## src/verilog/hsc_pkg.sv

```systemverilog
// constants, types and register map of the hundredths-seconds counter
// Contract
// prescale 512 Hz tap to 100 Hz pulse
// hundredths stage feeds tenths stage by carry
// hundredths carry sets request flag bit 3
// control bit 0 starts and stops counting
// reset leaves the count enable bit clear
// any count register write zeroes both counters
// tenths read latches hundredths for next read
// software reads tenths first, then hundredths
// chain is prescaler then two decimal stages
// decimal stage wraps 9 to 0 with carry
// fixed five/six step pattern, ratio 512:100
`default_nettype none
package hsc_pkg;

  localparam int unsigned ADDR_W        = 12;
  localparam int unsigned DATA_W        = 32;
  localparam int unsigned NIB_W         = 4;

  // register indices; byte address is four times the index
  localparam logic [ADDR_W-1:0] IDX_HUNDREDTHS = 12'h064;
  localparam logic [ADDR_W-1:0] IDX_TENTHS     = 12'h065;
  localparam logic [ADDR_W-1:0] IDX_CONTROL    = 12'h066;
  localparam logic [ADDR_W-1:0] IDX_IRQ_STATUS = 12'h067;
  localparam logic [ADDR_W-1:0] IDX_IRQ_MASK   = 12'h068;

  localparam logic [ADDR_W-1:0] ADDR_HUNDREDTHS = IDX_HUNDREDTHS << 2;
  localparam logic [ADDR_W-1:0] ADDR_TENTHS     = IDX_TENTHS << 2;
  localparam logic [ADDR_W-1:0] ADDR_CONTROL    = IDX_CONTROL << 2;
  localparam logic [ADDR_W-1:0] ADDR_IRQ_STATUS = IDX_IRQ_STATUS << 2;
  localparam logic [ADDR_W-1:0] ADDR_IRQ_MASK   = IDX_IRQ_MASK << 2;

  // field positions
  localparam int unsigned COUNT_ENABLE_BIT  = 0;
  localparam int unsigned TENTH_SECOND_BIT  = 3;

  // reset values and used status bits
  localparam logic             RST_ENABLE  = 1'b0;
  localparam logic [NIB_W-1:0] RST_NIBBLE  = 4'h0;
  localparam logic [NIB_W-1:0] RST_MASK    = 4'h0;
  localparam logic [NIB_W-1:0] STATUS_USED = 4'h8;

  // rates, prescaler pattern and decade limit
  localparam int unsigned TAP_RATE_HZ  = 512;
  localparam int unsigned OUT_RATE_HZ  = 100;
  localparam int unsigned PRE_STEPS    = 25;
  localparam int unsigned SIX_STRIDE   = 8;
  localparam logic [4:0]  LAST_STEP    = 5'(PRE_STEPS - 1);
  localparam logic [2:0]  DIV_SHORT    = 3'h5;
  localparam logic [2:0]  DIV_LONG     = 3'h6;
  localparam logic [3:0]  DECADE_LAST  = 4'h9;

  typedef enum logic {
    HSC_IDLE,
    HSC_ANSWER
  } hsc_phase_e;

endpackage
`default_nettype wire

```

## src/verilog/hsc_stage_if.sv

```systemverilog
// handshake bundle between the chain and one decimal stage
`timescale 1ns/1ps
`default_nettype none
interface hsc_stage_if;
  logic       advance;
  logic       clear;
  logic [3:0] count;
  logic       carry;

  modport stage (
    input  advance,
    input  clear,
    output count,
    output carry
  );

  modport chain (
    output advance,
    output clear,
    input  count,
    input  carry
  );
endinterface
`default_nettype wire

```

## src/verilog/hsc_counter.sv

```systemverilog
// hundredths-seconds counter top: prescaler, two stages, apb, interrupt
`timescale 1ns/1ps
`default_nettype none
module hsc_counter (
  input  wire logic                   core_clk,
  input  wire logic                   nrst,
  input  wire logic                   psel,
  input  wire logic                   penable,
  input  wire logic                   pwrite,
  input  wire logic [hsc_pkg::ADDR_W-1:0] paddr,
  input  wire logic [hsc_pkg::DATA_W-1:0] pwdata,
  output logic      [hsc_pkg::DATA_W-1:0] prdata,
  output logic                        pready,
  output logic                        pslverr,
  input  wire logic                   timeBase512hzTap,
  output logic                        irq
);
  import hsc_pkg::*;

  typedef struct packed {
    hsc_phase_e       phase;
    logic             preadyR;
    logic [DATA_W-1:0] prdataR;
    logic             pslverrR;
    logic             irqR;
    logic             countEnableBit;
    logic [NIB_W-1:0] hundredthsLatch;
    logic [NIB_W-1:0] interruptRequestRegThree;
    logic [NIB_W-1:0] irqMask;
    logic             tapSync1;
    logic             tapSync2;
    logic             tapPrev;
    logic [2:0]       preCount;
    logic [4:0]       preStep;
  } hsc_top_s;

  hsc_top_s state_r;
  hsc_top_s state_nxt;

  hsc_stage_if hundredthsIf ();
  hsc_stage_if tenthsIf ();

  hsc_decade hundredthsStage (
    .core_clk (core_clk),
    .nrst     (nrst),
    .stg      (hundredthsIf)
  );

  hsc_decade tenthsStage (
    .core_clk (core_clk),
    .nrst     (nrst),
    .stg      (tenthsIf)
  );

  logic             busDone;
  logic             busWrite;
  logic             hitHundredths;
  logic             hitTenths;
  logic             hitControl;
  logic             hitStatus;
  logic             hitMask;
  logic             hitAny;
  logic             tapRise;
  logic [2:0]       stepDivisor;
  logic             centiPulse;
  logic             countClear;
  logic             tenthSecondCarryIrq;
  logic [NIB_W-1:0] statusSet;
  logic [NIB_W-1:0] readNibble;

  // decode
  always_comb begin
    hitHundredths = (paddr == ADDR_HUNDREDTHS);
    hitTenths     = (paddr == ADDR_TENTHS);
    hitControl    = (paddr == ADDR_CONTROL);
    hitStatus     = (paddr == ADDR_IRQ_STATUS);
    hitMask       = (paddr == ADDR_IRQ_MASK);
    hitAny        = hitHundredths || hitTenths || hitControl ||
                    hitStatus || hitMask;
  end

  // a write takes effect only at the edge where pready is seen high
  assign busDone  = psel && penable && state_r.preadyR;
  assign busWrite = busDone && pwrite && hitAny;

  // the tap comes from another block; only the second flop is looked at
  assign tapRise = state_r.tapSync2 && !state_r.tapPrev;

  // three long steps spread over the 25 short/long steps give 128 taps
  // per 25 output pulses, i.e. exactly 512:100 on average
  always_comb begin
    // step 24 is also a multiple of the stride but must stay short
    if (((5'(state_r.preStep % 5'(SIX_STRIDE))) == 5'h0) &&
        (state_r.preStep != LAST_STEP)) begin
      stepDivisor = DIV_LONG;
    end else begin
      stepDivisor = DIV_SHORT;
    end
  end

  assign centiPulse = state_r.countEnableBit && tapRise &&
                      (state_r.preCount == stepDivisor - 3'h1);

  // a write of any data to either count register clears both
  assign countClear = busWrite && (hitHundredths || hitTenths);

  assign hundredthsIf.advance = centiPulse;
  assign hundredthsIf.clear   = countClear;
  assign tenthsIf.advance     = hundredthsIf.carry;
  assign tenthsIf.clear       = countClear;

  assign tenthSecondCarryIrq = hundredthsIf.carry;

  always_comb begin
    statusSet = '0;
    statusSet[TENTH_SECOND_BIT] = tenthSecondCarryIrq;
  end

  // read mux
  always_comb begin
    readNibble = '0;
    if (hitHundredths) begin
      // pairs with the tenths value read just before
      readNibble = state_r.hundredthsLatch;
    end else if (hitTenths) begin
      readNibble = tenthsIf.count;
    end else if (hitControl) begin
      readNibble[COUNT_ENABLE_BIT] = state_r.countEnableBit;
    end else if (hitStatus) begin
      readNibble = state_r.interruptRequestRegThree;
    end else if (hitMask) begin
      readNibble = state_r.irqMask;
    end
  end

  always_comb begin
    state_nxt = state_r;

    // synchroniser and edge memory
    state_nxt.tapSync1 = timeBase512hzTap;
    state_nxt.tapSync2 = state_r.tapSync1;
    state_nxt.tapPrev  = state_r.tapSync2;

    // prescaler holds its phase while stopped
    if (state_r.countEnableBit && tapRise) begin
      if (state_r.preCount == stepDivisor - 3'h1) begin
        state_nxt.preCount = 3'h0;
        if (state_r.preStep == LAST_STEP) begin
          state_nxt.preStep = 5'h0;
        end else begin
          state_nxt.preStep = state_r.preStep + 5'h1;
        end
      end else begin
        state_nxt.preCount = state_r.preCount + 3'h1;
      end
    end

    // bus phase: one wait state, then the answer
    case (state_r.phase)
      HSC_IDLE: begin
        state_nxt.preadyR  = 1'b0;
        state_nxt.pslverrR = 1'b0;
        if (psel && penable) begin
          state_nxt.phase    = HSC_ANSWER;
          state_nxt.preadyR  = 1'b1;
          state_nxt.pslverrR = !hitAny;
          state_nxt.prdataR  = '0;
          if (!pwrite) begin
            state_nxt.prdataR = {{(DATA_W-NIB_W){1'b0}}, readNibble};
          end
        end
      end
      HSC_ANSWER: begin
        state_nxt.phase    = HSC_IDLE;
        state_nxt.preadyR  = 1'b0;
        state_nxt.pslverrR = 1'b0;
      end
      default: begin
        state_nxt.phase   = HSC_IDLE;
        state_nxt.preadyR = 1'b0;
      end
    endcase

    // register writes
    if (busWrite && hitControl) begin
      state_nxt.countEnableBit = pwdata[COUNT_ENABLE_BIT];
    end
    if (busWrite && hitMask) begin
      state_nxt.irqMask = pwdata[NIB_W-1:0] & STATUS_USED;
    end

    // capture hundredths in the edge that samples tenths for prdata,
    // so a carry between the two edges cannot split the pair
    if ((state_r.phase == HSC_IDLE) && psel && penable && !pwrite &&
        hitTenths) begin
      state_nxt.hundredthsLatch = hundredthsIf.count;
    end
    if (countClear) begin
      state_nxt.hundredthsLatch = RST_NIBBLE;
    end

    // write one to clear; a new event in the same cycle wins
    if (busWrite && hitStatus) begin
      state_nxt.interruptRequestRegThree =
        state_r.interruptRequestRegThree & ~pwdata[NIB_W-1:0];
    end
    state_nxt.interruptRequestRegThree =
      state_nxt.interruptRequestRegThree | statusSet;

    state_nxt.irqR = |(state_nxt.interruptRequestRegThree &
                       state_nxt.irqMask);
  end

  always_ff @(posedge core_clk or negedge nrst) begin
    if (!nrst) begin
      state_r                          <= '0;
      state_r.phase                    <= HSC_IDLE;
      state_r.countEnableBit           <= RST_ENABLE;
      state_r.hundredthsLatch          <= RST_NIBBLE;
      state_r.interruptRequestRegThree <= RST_NIBBLE;
      state_r.irqMask                  <= RST_MASK;
    end else begin
      state_r <= state_nxt;
    end
  end

  assign prdata  = state_r.prdataR;
  assign pready  = state_r.preadyR;
  assign pslverr = state_r.pslverrR;
  assign irq     = state_r.irqR;
endmodule
`default_nettype wire

```

## src/verilog/hsc_decade.sv

```systemverilog
// one decimal counter stage, 0 to 9 with carry out
`timescale 1ns/1ps
`default_nettype none
module hsc_decade (
  input  wire logic   core_clk,
  input  wire logic   nrst,
  hsc_stage_if.stage  stg
);
  import hsc_pkg::*;

  typedef struct packed {
    logic [NIB_W-1:0] count;
  } hsc_dec_s;

  hsc_dec_s state_r;
  hsc_dec_s state_nxt;

  assign stg.count = state_r.count;
  // carry is combinational so the next stage moves in the same edge
  assign stg.carry = stg.advance && !stg.clear &&
                     (state_r.count == DECADE_LAST);

  always_comb begin
    state_nxt = state_r;
    if (stg.clear) begin
      state_nxt.count = RST_NIBBLE;
    end else if (stg.advance) begin
      if (state_r.count == DECADE_LAST) begin
        state_nxt.count = RST_NIBBLE;
      end else begin
        state_nxt.count = state_r.count + 4'h1;
      end
    end
  end

  always_ff @(posedge core_clk or negedge nrst) begin
    if (!nrst) begin
      state_r <= '0;
    end else begin
      state_r <= state_nxt;
    end
  end
endmodule
`default_nettype wire

```

## config.mk

```make
export PLATFORM = sky130hd
export DESIGN_NAME = hsc_counter
export DESIGN_NICKNAME = d
export VERILOG_FILES = /design/src/verilog/hsc_pkg.sv /design/src/verilog/hsc_stage_if.sv /design/src/verilog/hsc_counter.sv /design/src/verilog/hsc_decade.sv
export SDC_FILE = /design/constraint.sdc
export NUM_CORES = 1
export LEC_CHECK = 0
export ABC_AREA = 1
export BUFFER_PORTS_ARGS = -buffer_cell sky130_fd_sc_hd__buf_2
export CORE_MARGIN = 3
export CORE_UTILIZATION = 30
export CTS_CLUSTER_SIZE = 25
export DETAILED_ROUTE_END_ITERATION = 7
export SLEW_MARGIN = 40
export SYNTH_ARGS = -nofsm -noshare
export SYNTH_HDL_FRONTEND = slang
export SYNTH_HIERARCHICAL = 1
export SYNTH_SLANG_ARGS = --single-unit
```

## constraint.sdc

```tcl
create_clock -name core_clk -period 5.9 [get_ports core_clk]
set_input_delay 0.885 -clock core_clk [delete_from_list [all_inputs] [get_ports core_clk]]
set_output_delay 0.885 -clock core_clk [all_outputs]
set_load 0.01 [all_outputs]
```

[Yosys cells after proc, flatten, opt, wreduce, memory -nomap -nowiden]
Cells that the tools add are included.
Operators by class
  reductions and logical operators: 33
  muxes and demuxes: 23
  bitwise logic cells: 5
  eq/ne operators: 10
  $add $sub $neg: 5
Operators by type and width (number)
  $eq A12 B9 Y1 const B: 5
  $mux W4: 15
  $mux W35: 1
  $logic_and A1 B1 Y1: 18
  $add A4 B1 Y4 const B: 2
  $and A4 B4 Y4: 2
  $eq A4 B4 Y1 const B: 2
  $mux W3: 2
  $reduce_bool A2 Y1: 3
  $add A5 B1 Y5 const B: 1
  $eq A5 B5 Y1 const B: 1
  $logic_not A5 Y1: 1
  $mux W5: 1
  $ne A5 B5 Y1 const B: 1
  $logic_not A1 Y1: 4
  $logic_or A1 B1 Y1: 4
  $not A4 Y4: 1
  $or A4 B4 Y4: 1
  $pmux W2 S2: 1
  $reduce_and A2 Y1: 2
  $reduce_or A4 Y1: 1
  $add A3 B1 Y3 const B: 1
  $eq A3 B3 Y1: 1
  $sub A3 B1 Y3 const B: 1
  4 further kinds: 4
Word-level totals
  bits of input ports: 50
  flip-flop bits (word level): 68

[Longest topological paths before layout]
Gate-level depths: netlist (run 1).
  depth after elaboration: 13
  depth in mapped cells: 14

[Cells and area by module]
Netlist (run 1), hierarchy kept.
Modules (own cells, without submodules)
  hsc_counter: times used 1, cells each 261, sequential area each 775.7 µm², area an instance 2014.4 µm²
  hsc_decade: times used 2, cells each 32, sequential area each 100.1 µm², area an instance 249.0 µm²

[Worst setup path before layout (run 1)]
OpenSTA, ideal clock, no wires.
  kind: input to register
  from: in paddr[6] (netlist name)
  to: reg tenthsStage.state_r, in the netlist tenthsStage/stg.count[0]
  stages: 11
  path buffers: 0
  data arrival time: 2162 ps
  required time: 5824 ps
  setup slack: 3662 ps
  cells stage by stage: inv_2 > nand2_2 > nor2_4 > nand2_4 > nor3_2 > inv_1 > nand2_4 > nor3_1 > nor2_1 > inv_1 > o21ai_1
On the way
  word-level cells in the longest chain between the ends: 11
  elaborated cells between the ends (all ways): 16
RTL lines
  start, declared: line hsc_counter.sv:10  | input wire logic [hsc_pkg::ADDR_W-1:0] paddr,
  $eq A12 B9 Y1, on equally long branches: line hsc_counter.sv:73, hsc_counter.sv:74
  $logic_or A1 B1 Y1: line hsc_counter.sv:78, hsc_counter.sv:105
  $logic_or A1 B1 Y1 (2 in a row): line hsc_counter.sv:78  | hitAny = hitHundredths || hitTenths || hitControl ||
  $logic_or A1 B1 Y1: line hsc_counter.sv:79  | hitStatus || hitMask;
  $logic_and A1 B1 Y1: line hsc_counter.sv:84  | assign busWrite = busDone && pwrite && hitAny;
  $logic_and A1 B1 Y1 (*): line hsc_counter.sv:105  | assign countClear = busWrite && (hitHundredths || hitTenths);
  via countClear: line hsc_counter.sv:66  | logic countClear;
  $logic_not A1 Y1 (*)
  $logic_and A1 B1 Y1 (*) (2 in a row): line hsc_decade.sv:20  | assign stg.carry = stg.advance && !stg.clear &&
  via hundredthsIf.carry: line hsc_stage_if.sv:8  | logic carry;
  $reduce_bool A2 Y1 (no line) (*)
  end signal, assigned: line hsc_decade.sv:40  | state_r <= state_nxt;
  end, declared: line hsc_decade.sv:15  | hsc_dec_s state_r;
The timed path passes the listed nets; every way through them passes the cells marked *.
A chain may end at the register's enable or synchronous reset.

[Worst setup path after layout (run 1)]
  from: reg state_r[0] (netlist name)
  to: reg tenthsStage.state_r, in the netlist tenthsStage/stg.count[1]
On the way
  word-level cells in the longest chain between the ends: 9
  elaborated cells between the ends (all ways): 10
RTL lines
  start, declared: line hsc_counter.sv:37  | hsc_top_s state_r;
  start signal, assigned: line hsc_counter.sv:223  | state_r <= state_nxt;
  $ne A5 B5 Y1 / $logic_not A5 Y1 (equally long branches): line hsc_counter.sv:94, hsc_counter.sv:93
  $logic_and A1 B1 Y1 (*): line hsc_counter.sv:93  | if (((5'(state_r.preStep % 5'(SIX_STRIDE))) == 5'h0) &&
  $mux W2 (*): line hsc_counter.sv:93
  $sub A3 B1 Y3 (*): line hsc_counter.sv:102  | (state_r.preCount == stepDivisor - 3'h1);
  $eq A3 B3 Y1 (*): line hsc_counter.sv:102
  $logic_and A1 B1 Y1 (*): line hsc_counter.sv:101  | assign centiPulse = state_r.countEnableBit && tapRise &&
  via centiPulse: line hsc_counter.sv:65  | logic centiPulse;
  $logic_and A1 B1 Y1 (*) (2 in a row): line hsc_decade.sv:20
  via hundredthsIf.carry: line hsc_stage_if.sv:8
  $reduce_bool A2 Y1 (no line) (*)
Marked as above.

==> impl_metrics.json, run 1 <==
{
  "run_status": "finished clean",
  "yosys_warnings": 6,
  "worst_pin_slew_ns": 0.5418,
  "cts_tree": "yes",
  "fin_skew_ns": 0.009666,
  "core_area_sq_um": 7928,
  "worstPathArrival_ns": 2.62,
  "netlist_instances": 324,
  "wl_per_cell_um": 10.11,
  "total_power_uw": 480.4,
  "vias": 1951,
  "dieArea_sq_um": 9491,
  "numPortBuffers": 28,
  "drt-total-wl_mm": 4.610,
  "post_cts_resized": 0,
  "grt_setup_unrepaired": "false",
  "fin_nets": 410,
  "post-route-min-period_ns": 2.413,
  "met1_length_mm": 2.137,
  "ios": 85,
  "grt_use_total_pct": 10.24,
  "syn2layout_area_growth_pct": 8.184,
  "leakage_uw": 0.001492,
  "drc_errors": 0,
  "insertion_delay_ns": 0.29,
  "cts_setup_buffers": 0,
  "vdd_drop_max_uv": 88.43,
  "grt.overflow.total": 0,
  "fin_util_pct": 34.22,
  "clk_pin_slew_ns": 0.07,
  "dp_hpwl_mm": 3.694,
  "ant_nets": 0,
  "finalHoldViolCount": 0,
  "synth_area_sq_um": 2507,
  "die_y_um": 97.42,
  "diodes": 0,
  "wl_met2_mm": 2.119,
  "antenna_found_initial": 0,
  "numClockSinks": 39,
  "die_w_um": 97.42,
  "vias_per_cell": 4.279,
  "relSlewSlack_pct": 63.68,
  "clock.fmax_mhz": 414.4,
  "end_kind": "register",
  "met3WireLength_um": 291,
  "crit_required_ns": 6.11,
  "critPathKind": "register to register",
  "cts_hold_buf": 0,
  "numCtsBuffers": 5,
  "clk_path_buf_depth": 2,
  "cp-start-kind": "register",
  "path_max_fanout": 11,
  "finalCritPeriodShare_pct": 40.90,
  "hp-class": "register to register",
  "root_buffer": "clkbuf_8",
  "drt_first_iter_violations": 70,
  "grt_pass1_wl_mm": 8.176,
  "dr.pass1.iters": 4,
  "p_per_area_nw_per_um2": 177.1,
  "start_util_pct": 31.63,
  "htree_levels": 2,
  "grt_pass1_vias": 1886,
  "setup_viol": 0,
  "grt_max_degree": 40,
  "tns_ns": 0,
  "syn_area_per_cell_sq_um": 7.739,
  "layout_common_cells": "nand2_1 (76), inv_1 (48), dfrtp_1 (39)",
  "mostFrequentLayoutCell": "nand2_1",
  "drive_gt1_share_pct": 19.21,
  "row_count": 32,
  "maxSlewViolCount": 0,
  "place.gp.congestion": 0.8214,
  "drv_cap": 0,
  "maxUsedRoutingLayer": "met4"
}
## per-layer routing
metal	vias up	global-route usage, %
met5	-	0
met4	0	2.875
met3	9	3.159
met2	45	16.76
met1	881	13.04
li1	1016	-
## layout make-up
type                            instances  area, sq um
Tap cell                              102        127.6
Multi-Input combinational cell        226         1180
Clock inverter                          2        12.51
Fill cell                             851         5215
Sequential cell                        39        975.9
Clock buffer                            6        72.57
Timing Repair Buffer                   28        142.6
Inverter                               53        201.4
## metrics by stage
step	instance area, sq um	hold WS [ns]	setup WS, ns	cells
after floorplan	2609	0.3312	3.662	351
after global placement	2625	0.3334	3.257	448
after detailed placement	2628	0.3363	3.251	448
after CTS	2713	0.3523	3.469	456
after global routing	2713	0.3727	3.174	456
final	2713	0.3518	3.487	456
## flip-flops by register name (all words and copies together), names as in the netlist
name	count
irq	1
prdata	4
state_nxt	2
tenthsStage/stg.count	4
state_r	23
hundredthsStage/stg.count	4
pslverr	1
## worst max-delay path: stages, from the launching register on
cell,delay [ns]
dfrtp_1,0.40
inv_1,0.10
ha_1,0.15
inv_1,0.04
nor2_2,0.11
nand2_1,0.08
a21oi_2,0.12
nand3_2,0.14
nor2_4,0.28
nand2_4,0.08
nor3_1,0.43
nand2_4,0.07
nor2_2,0.19
nand2_1,0.07
o21ai_1,0.07
## where the power goes
group	switching (uW)	internal [uW]	total (uW)
Clock	90.4	82.6	173
Sequential	0.786	269	270
Combinational	28.2	9.47	37.7
## final timing paths
check	startpoint	to	slack [ns]	cells past startpoint
max in group asynchronous	nrst	tenthsStage/stg.count[1]	5.00	1
min reg2reg	state_nxt[9]	state_nxt[8]	0.35	0
max	state_r[0]	tenthsStage/stg.count[1]	3.49	14
max reg2reg	state_r[0]	tenthsStage/stg.count[1]	3.49	14
min	state_nxt[9]	state_nxt[8]	0.35	0
min in group asynchronous	nrst	state_r[2]	0.56	1
(Power assumes the default switching activity.)
==> run 2, diff against run 1 <==
--- a/config.mk
+++ b/config.mk
@@ -5,7 +5,7 @@
 export SDC_FILE = /design/constraint.sdc
 export NUM_CORES = 1
 export LEC_CHECK = 0
-export ABC_AREA = 1
+export ABC_AREA = 0
 export BUFFER_PORTS_ARGS = -buffer_cell sky130_fd_sc_hd__buf_2
 export CORE_MARGIN = 3
 export CORE_UTILIZATION = 30
==> constraint.sdc (replaced) <==
create_clock -name core_clk -period 2.3 [get_ports core_clk]
set_input_delay 0.345 -clock core_clk [delete_from_list [all_inputs] [get_ports core_clk]]
set_output_delay 0.345 -clock core_clk [all_outputs]
set_load 0.01 [all_outputs]
==> impl_metrics.json, run 2 <==
{
  "run_status": "finished clean",
  "numCtsBuffers": 5,
  "dieArea_sq_um": 9086,
  "critical_path_buf_inv_count": 3,
  "start_util_pct": 31.97,
  "crit_required_ns": 2.48,
  "post-route-min-period_ns": 2.140,
  "diodes": 0,
  "yosys_warnings": 6,
  "worstPathArrival_ns": 2.32,
  "largest_reg_flops": 23,
  "ios": 85,
  "cp-start-kind": "register",
  "regMostFlops": "state_r",
  "crit_path_frequent_cell": "inv_1",
  "cts_tree": "yes",
  "drt-total-wl_mm": 4.947,
  "met3_usage_pct": 2.841,
  "path_max_fanout": 7,
  "synth_area_sq_um": 2394,
  "dr.pass1.iters": 4,
  "clock.fmax_mhz": 467.4,
  "fin_util_pct": 36.87,
  "critPathKind": "register to register",
  "numClockSinks": 39,
  "core_area_sq_um": 7486,
  "p_per_area_nw_per_um2": 500.9,
  "numPortBuffers": 28,
  "syn2layout_area_growth_pct": 15.32,
  "r2r_cells": 9,
  "drv_cap": 0,
  "clk_path_buf_depth": 2,
  "ant_nets": 0,
  "die_y_um": 95.32,
  "setup_viol": 0,
  "drt_first_iter_violations": 100,
  "grt.overflow.total": 0,
  "row_count": 31,
  "grtUsageMet2_pct": 17.49,
  "grt_setup_unrepaired": "false",
  "finalHoldViolCount": 0,
  "use_met1_pct": 15.19,
  "tns_ns": 0,
  "syn_area_per_cell_sq_um": 10.19,
  "vdd_drop_max_uv": 224.4,
  "vias_per_cell": 4.854,
  "leakage_uw": 0.001326,
  "grt_pass1_wl_mm": 8.148,
  "grt_use_total_pct": 11.39,
  "crit_path_max_incr_delay_ns": 0.40,
  "insertion_delay_ns": 0.29,
  "cp_slowest_cell": "a2111o_1",
  "maxSlewViolCount": 0,
  "end_kind": "register",
  "regToRegSetupSlack_ns": 0.16,
  "clk_pin_slew_ns": 0.08,
  "final_area_sq_um": 2760,
  "hp-class": "input port to asynchronous set/reset pin",
  "vias": 1830,
  "placed_area_sq_um": 2628,
  "root_buffer": "clkbuf_8",
  "layout_common_cells": "dfrtp_1 (39), conb_1 (28), buf_2 (27)",
  "dp_hpwl_mm": 3.773,
  "grt_pass1_vias": 1760,
  "fin_nets": 334,
  "cp_num_cells": 9,
  "path_cells": "inv_1 -> ha_1 -> a31oi_1 -> nor3_4 -> nor3b_4 -> buf_4 -> inv_1 -> a41oi_1 -> a2111o_1",
  "netlist_instances": 235,
  "finalCritPeriodShare_pct": 93.02,
  "place.gp.congestion": 0.7936,
  "htree_levels": 2,
  "grt_max_degree": 40,
  "cts_hold_buf": 0,
  "post_cts_resized": 0,
  "busiest_layer": "met2",
  "antenna_found_initial": 0,
  "fin_skew_ns": 0.007047,
  "mostFrequentLayoutCell": "dfrtp_1",
  "critPathTopFamily": "compound AO/OA/AOI/OAI gates",
  "drc_errors": 0,
  "cts_setup_buffers": 0,
  "wl_per_cell_um": 13.12,
  "die_w_um": 95.32,
  "total_power_uw": 1383,
  "drive_gt1_share_pct": 24.82
}
-- run 2: layout make-up --
| class | instances | area (sq um) |
|---|---|---|
| tap | 99 | 123.9 |
| inverter | 16 | 60.06 |
| fill | 754 | 4726 |
| clock inverter | 2 | 35.03 |
| sequential | 39 | 975.9 |
| multi-input combinational | 172 | 1227 |
| timing repair buffer | 43 | 255.2 |
| clock buffer | 6 | 82.58 |
-- run 2: per-layer routing --
metal | share of wire (%) | wire [um]
met3 | 5.1 | 250
met1 | 47 | 2348
met5 | 0 | 0
met2 | 45 | 2246
met4 | 2.1 | 102
-- run 2: worst paths after layout --
check	from	end
setup / recovery	state_r[0]	irq
hold / removal	nrst	state_nxt[9]
setup reg to reg	state_r[0]	irq
hold reg to reg	state_nxt[9]	state_nxt[8]
max in group asynchronous	nrst	prdata[2]
min in group core_clk	timeBase512hzTap	state_nxt[9]
-- run 2: per-stage QoR --
step                hold slack, ns  instances  worst slack [ns]
global placement            0.3317        367            0.1687
global route               0.03725        377           0.01565
floorplan                  0.04941        262           0.01166
detailed placement          0.3373        367            0.1635
CTS                        0.02685        375            0.1200
finish                     0.01102        377            0.1605
-- run 2: where the power goes --
part	total [uW]	switching, uW	internal [uW]	leakage, uW
logic	97.6	67.1	30.5	0.000765
registers	693	2.60	690	0.000500
clock network	592	241	351	0.0000612
